## src/cmd_packet_pkg.sv

```systemverilog
// Types shared by the command packet checker.
// Assumes cmd_packet_params.svh is compiled alongside.
package cmd_packet_pkg;

  typedef struct packed {
    logic [7:0] data;
    logic       valid;
    logic       last;
  } rx_byte_t;

  typedef struct packed {
    logic [2:0]  version;
    logic        pkt_type;
    logic        sec_hdr;
    logic [10:0] source_app_identifier;
    logic [1:0]  seg_flags;
    logic [13:0] seq_count;
    logic [15:0] data_len;
  } primary_hdr_t;

  typedef struct packed {
    logic        version_bad;
    logic        type_bad;
    logic        sec_hdr_bad;
    logic        seg_bad;
    logic        len_bad;
    logic        size_bad;
  } check_flags_t;

  typedef enum logic [1:0] {
    ST_IDLE = 2'b00,
    ST_RECV = 2'b01,
    ST_DROP = 2'b10
  } rx_state_t;

endpackage

```

## src/byte_word_assembler.sv

```systemverilog
// Gathers big-endian bytes into 32-bit words.
// Assumes bytes arrive on the core clock, one per valid cycle.
`timescale 1ns/10ps
`default_nettype none
module byte_word_assembler
  import cmd_packet_pkg::*;
(
  input  wire logic        core_clk,
  input  wire logic        rst_n,
  input  wire logic        clear,
  input  wire logic        byte_valid,
  input  wire logic [7:0]  byte_data,
  output logic      [31:0] word_out
);
  logic [31:0] word_reg;
  logic [31:0] word_next;

  assign word_next = clear      ? 32'h0000_0000 :
                     byte_valid ? {word_reg[23:0], byte_data} : word_reg;
  assign word_out  = word_next;

  always_ff @(posedge core_clk) begin
    if (!rst_n) begin
      word_reg <= 32'h0000_0000;
    end else begin
      word_reg <= word_next;
    end
  end
endmodule
`default_nettype wire

```

## config.mk

```make
export PLATFORM = sky130hd
export DESIGN_NAME = byte_word_assembler
export DESIGN_NICKNAME = d
export VERILOG_FILES = /design/src/cmd_packet_pkg.sv /design/src/byte_word_assembler.sv
export SDC_FILE = /design/constraint.sdc
export NUM_CORES = 1
export LEC_CHECK = 0
export ABC_CLOCK_PERIOD_IN_PS = 2400
export BUFFER_PORTS_ARGS = -buffer_cell sky130_fd_sc_hd__buf_2
export CAP_MARGIN = 20
export CORE_ASPECT_RATIO = 1.4
export CORE_MARGIN = 2
export CORE_UTILIZATION = 40
export CTS_BUF_LIST = sky130_fd_sc_hd__clkbuf_8
export DETAILED_ROUTE_END_ITERATION = 10
export GPL_ROUTABILITY_DRIVEN = 0
export PLACE_DENSITY = 0.67
export SETUP_SLACK_MARGIN = 0.5
export SLEW_MARGIN = 40
export SYNTH_ARGS = -nofsm -noshare
export SYNTH_HDL_FRONTEND = slang
export SYNTH_SLANG_ARGS = --single-unit
```

## constraint.sdc

```tcl
create_clock -name core_clk -period 2.4 [get_ports core_clk]
set_input_delay 0.48 -clock core_clk [delete_from_list [all_inputs] [get_ports core_clk]]
set_output_delay 0.48 -clock core_clk [all_outputs]
set_load 0.1 [all_outputs]
```

==> flow_metrics.tcl <==
set metrics [dict create \
    synth_area_mm2 0.001319 \
    syn_inst 140 \
    drt-initial-drc-count 15 \
    hold_violations 0 \
    cts_root_buf "clkbuf_8" \
    core_area_mm2 0.003123 \
    fp-row-count 24 \
    max_cap_violations 0 \
    num_antenna_cells 0 \
    rsz0062_at_grt "yes" \
    multiInputGateArea_um2 914.6 \
    grt_pass1_wl_mm 5.313 \
    post-place-ws_ps 441.8 \
    dr_total_vias 1094 \
    synthMuxAreaShare 0.2429 \
    outcome "complete, no violations" \
    dieArea_mm2 0.003779 \
    drt-total-wl_mm 3.716 \
    worstSetupPathType "in2out" \
    die_y_um 71.94 \
    synth_warnings 0 \
    synth_compound_area_frac 0 \
    layout_setup_ws_ps 444.8 \
    hold_class "in2reg" \
    synth_nets 152 \
    synth_fa_ha_area_frac 0 \
    cts_tree "built" \
    fmax_ghz 0.5115 \
    cpLargestDelayFamily "buffers and inverters" \
    finClkSkew_ps 7.168 \
    num-fill-cells 185 \
    largest_reg_flops 32 \
    layout-drive-gt1-share 0.6270 \
    dpl.hpwl_mm 2.352 \
    cts_sinks 32 \
    cpPeakStageDelay_ps 330 \
    nets 196 \
    placedCellCount 214 \
    drc_errors 0 \
    peakVddDrop_mv 0.6128 \
    synth-seq-area-share 0.4858 \
    powerDensity_mw_per_mm2 481.0 \
    ys_ff_latch 32 \
    grt_pass1_vias 1142 \
    cp_slowest_cell "mux2i_1" \
    syn_area_per_cell_um2 9.420 \
    synth_xor_area_frac 0 \
    cp_data_required_time_ps 1920 \
    path_max_fanout 8 \
    worstPathArrival_ps 1480 \
    setup_viol_count_final 0 \
    clk_transition_reported_paths_ps 70 \
    synth_top_family_by_area "multiplexers" \
    clk_latency_ps 290 \
    slew_headroom 0.7196 \
    cts_max_path_buffers 2 \
    fp.dieW_um 52.53 \
    antenna_found_initial 0 \
    worst_pin_slew_ps 420.6 \
    regArea_um2 640.6 \
    start_util 0.4223 \
    end_kind "primary output" \
    io-pin-count 44 \
    grt_max_degree 33 \
    final_antenna_net_count 0 \
    crit_chain "buf_2, buf_6, mux2i_1, nor2_2, buf_12" \
    area_growth_pct 88.71 \
    port_buffers 43 \
    wl_per_cell_um 16.59 \
    slew_viol_final 0 \
    whs_ps 480.0 \
    path_buf_inv 3 \
    setup_tns_ps 0 \
    first_pass_iters 4 \
    synth.distinct_cells 8 \
    vias_per_cell 4.884 \
    period_minus_slack_ps 1955 \
    power_w 0.001197 \
    overflow 0 \
    final_cells 224 \
    synthSimpleGateAreaFrac 0.1926 \
    grt_usage 0.1876 \
    start_kind "input port" \
    cts_inserted_buffers 5 \
    timing.final.crit_share 0.8147 \
    p_leak_nw 0.8745 \
    htreeDepth 2 \
]
==> what timing repair did <==
| item | 4_1_cts | 5_1_grt |
|---|---|---|
| cloned | 0 | 2 |
| setup buffers | 0 | 0 |
| hold buffers | 0 | 0 |
| setup endpoints to repair | 18 | 32 |
| gates resized for setup | 3 | 29 |
==> placed cells by master, fill, tap and decap left out, drive strengths merged <==
cell type and instances:
clkbuf 7, clkinv 2, dfxtp 32, buf 47, nand2b 1, mux2i 32
nor2 64
==> kinds of logic (layout without fill, tap and decap cells) <==
family | Yosys count | count (layout)
buffers and inverters | 11 | 56
multiplexers | 32 | 32
flip-flops | 32 | 32
AND/OR/NAND/NOR | 65 | 65
==> report_power, final <==
group | internal, W | switching (W) | total, W
Sequential | 0.000537 | 0.00000542 | 0.000542
Clock | 0.000228 | 0.000195 | 0.000423
Combinational | 0.0000869 | 0.000145 | 0.000231
Total | 0.000852 | 0.000345 | 0.00120
==> layout make-up <==
class | count | area share
repair buffers | 48 | 0.3183
clock inverters | 2 | 0.004022
well taps | 39 | 0.01961
clock buffers | 6 | 0.03318
flip-flops and latches | 32 | 0.2574
multi-input cells | 97 | 0.3675
==> per-stage QoR <==
stage / cell area (um2) / util
6_report: 2489 / 0.7969
5_1_grt: 2489 / 0.7969
4_1_cts: 2318 / 0.7424
3_5_place_dp: 2215 / 0.7091
3_3_place_gp: 2215 / 0.7091
2_1_floorplan: 1521 / -
==> worst reg2reg max path, cell delays in order, from the launching register on <==
cell and delay [ps]:
dfxtp_1 350, mux2i_2 280, nor2_1 120
==> synthesized netlist by cell type <==
library cell  count  area [um2]
nor2_1           64       240.2
dfxtp_1          32       640.6
mux2i_1          32       320.3
buf_2             5       25.02
buf_12            3       60.06
clkbuf_1          2       7.510
buf_6             1       11.26
nand2b_4          1       13.76
==> per-layer routing <==
metal | global-route usage | wire [um] | up-vias
met2 | 0.3153 | 2101 | 33
li1 | - | - | 537
met4 | 0.07407 | 64 | 0
met1 | 0.2241 | 1412 | 516
met5 | 0 | 0 | -
met3 | 0.04938 | 137 | 8
==> path summary, 6_finish.rpt <==
| kind | slack (ps) | endpoint | start | cells after the start |
|---|---|---|---|---|
| setup / recovery | 440 | word_out[3] | byte_valid | 5 |
| setup reg to reg | 1520 | word_reg[12]$_SDFF_PN0_ | word_reg[12]$_SDFF_PN0_ | 2 |
| hold reg to reg | 520 | word_reg[30]$_SDFF_PN0_ | word_reg[30]$_SDFF_PN0_ | 2 |
| hold / removal | 480 | word_reg[2]$_SDFF_PN0_ | byte_data[2] | 3 |
No activity file was read; power rests on OpenSTA's default activity.
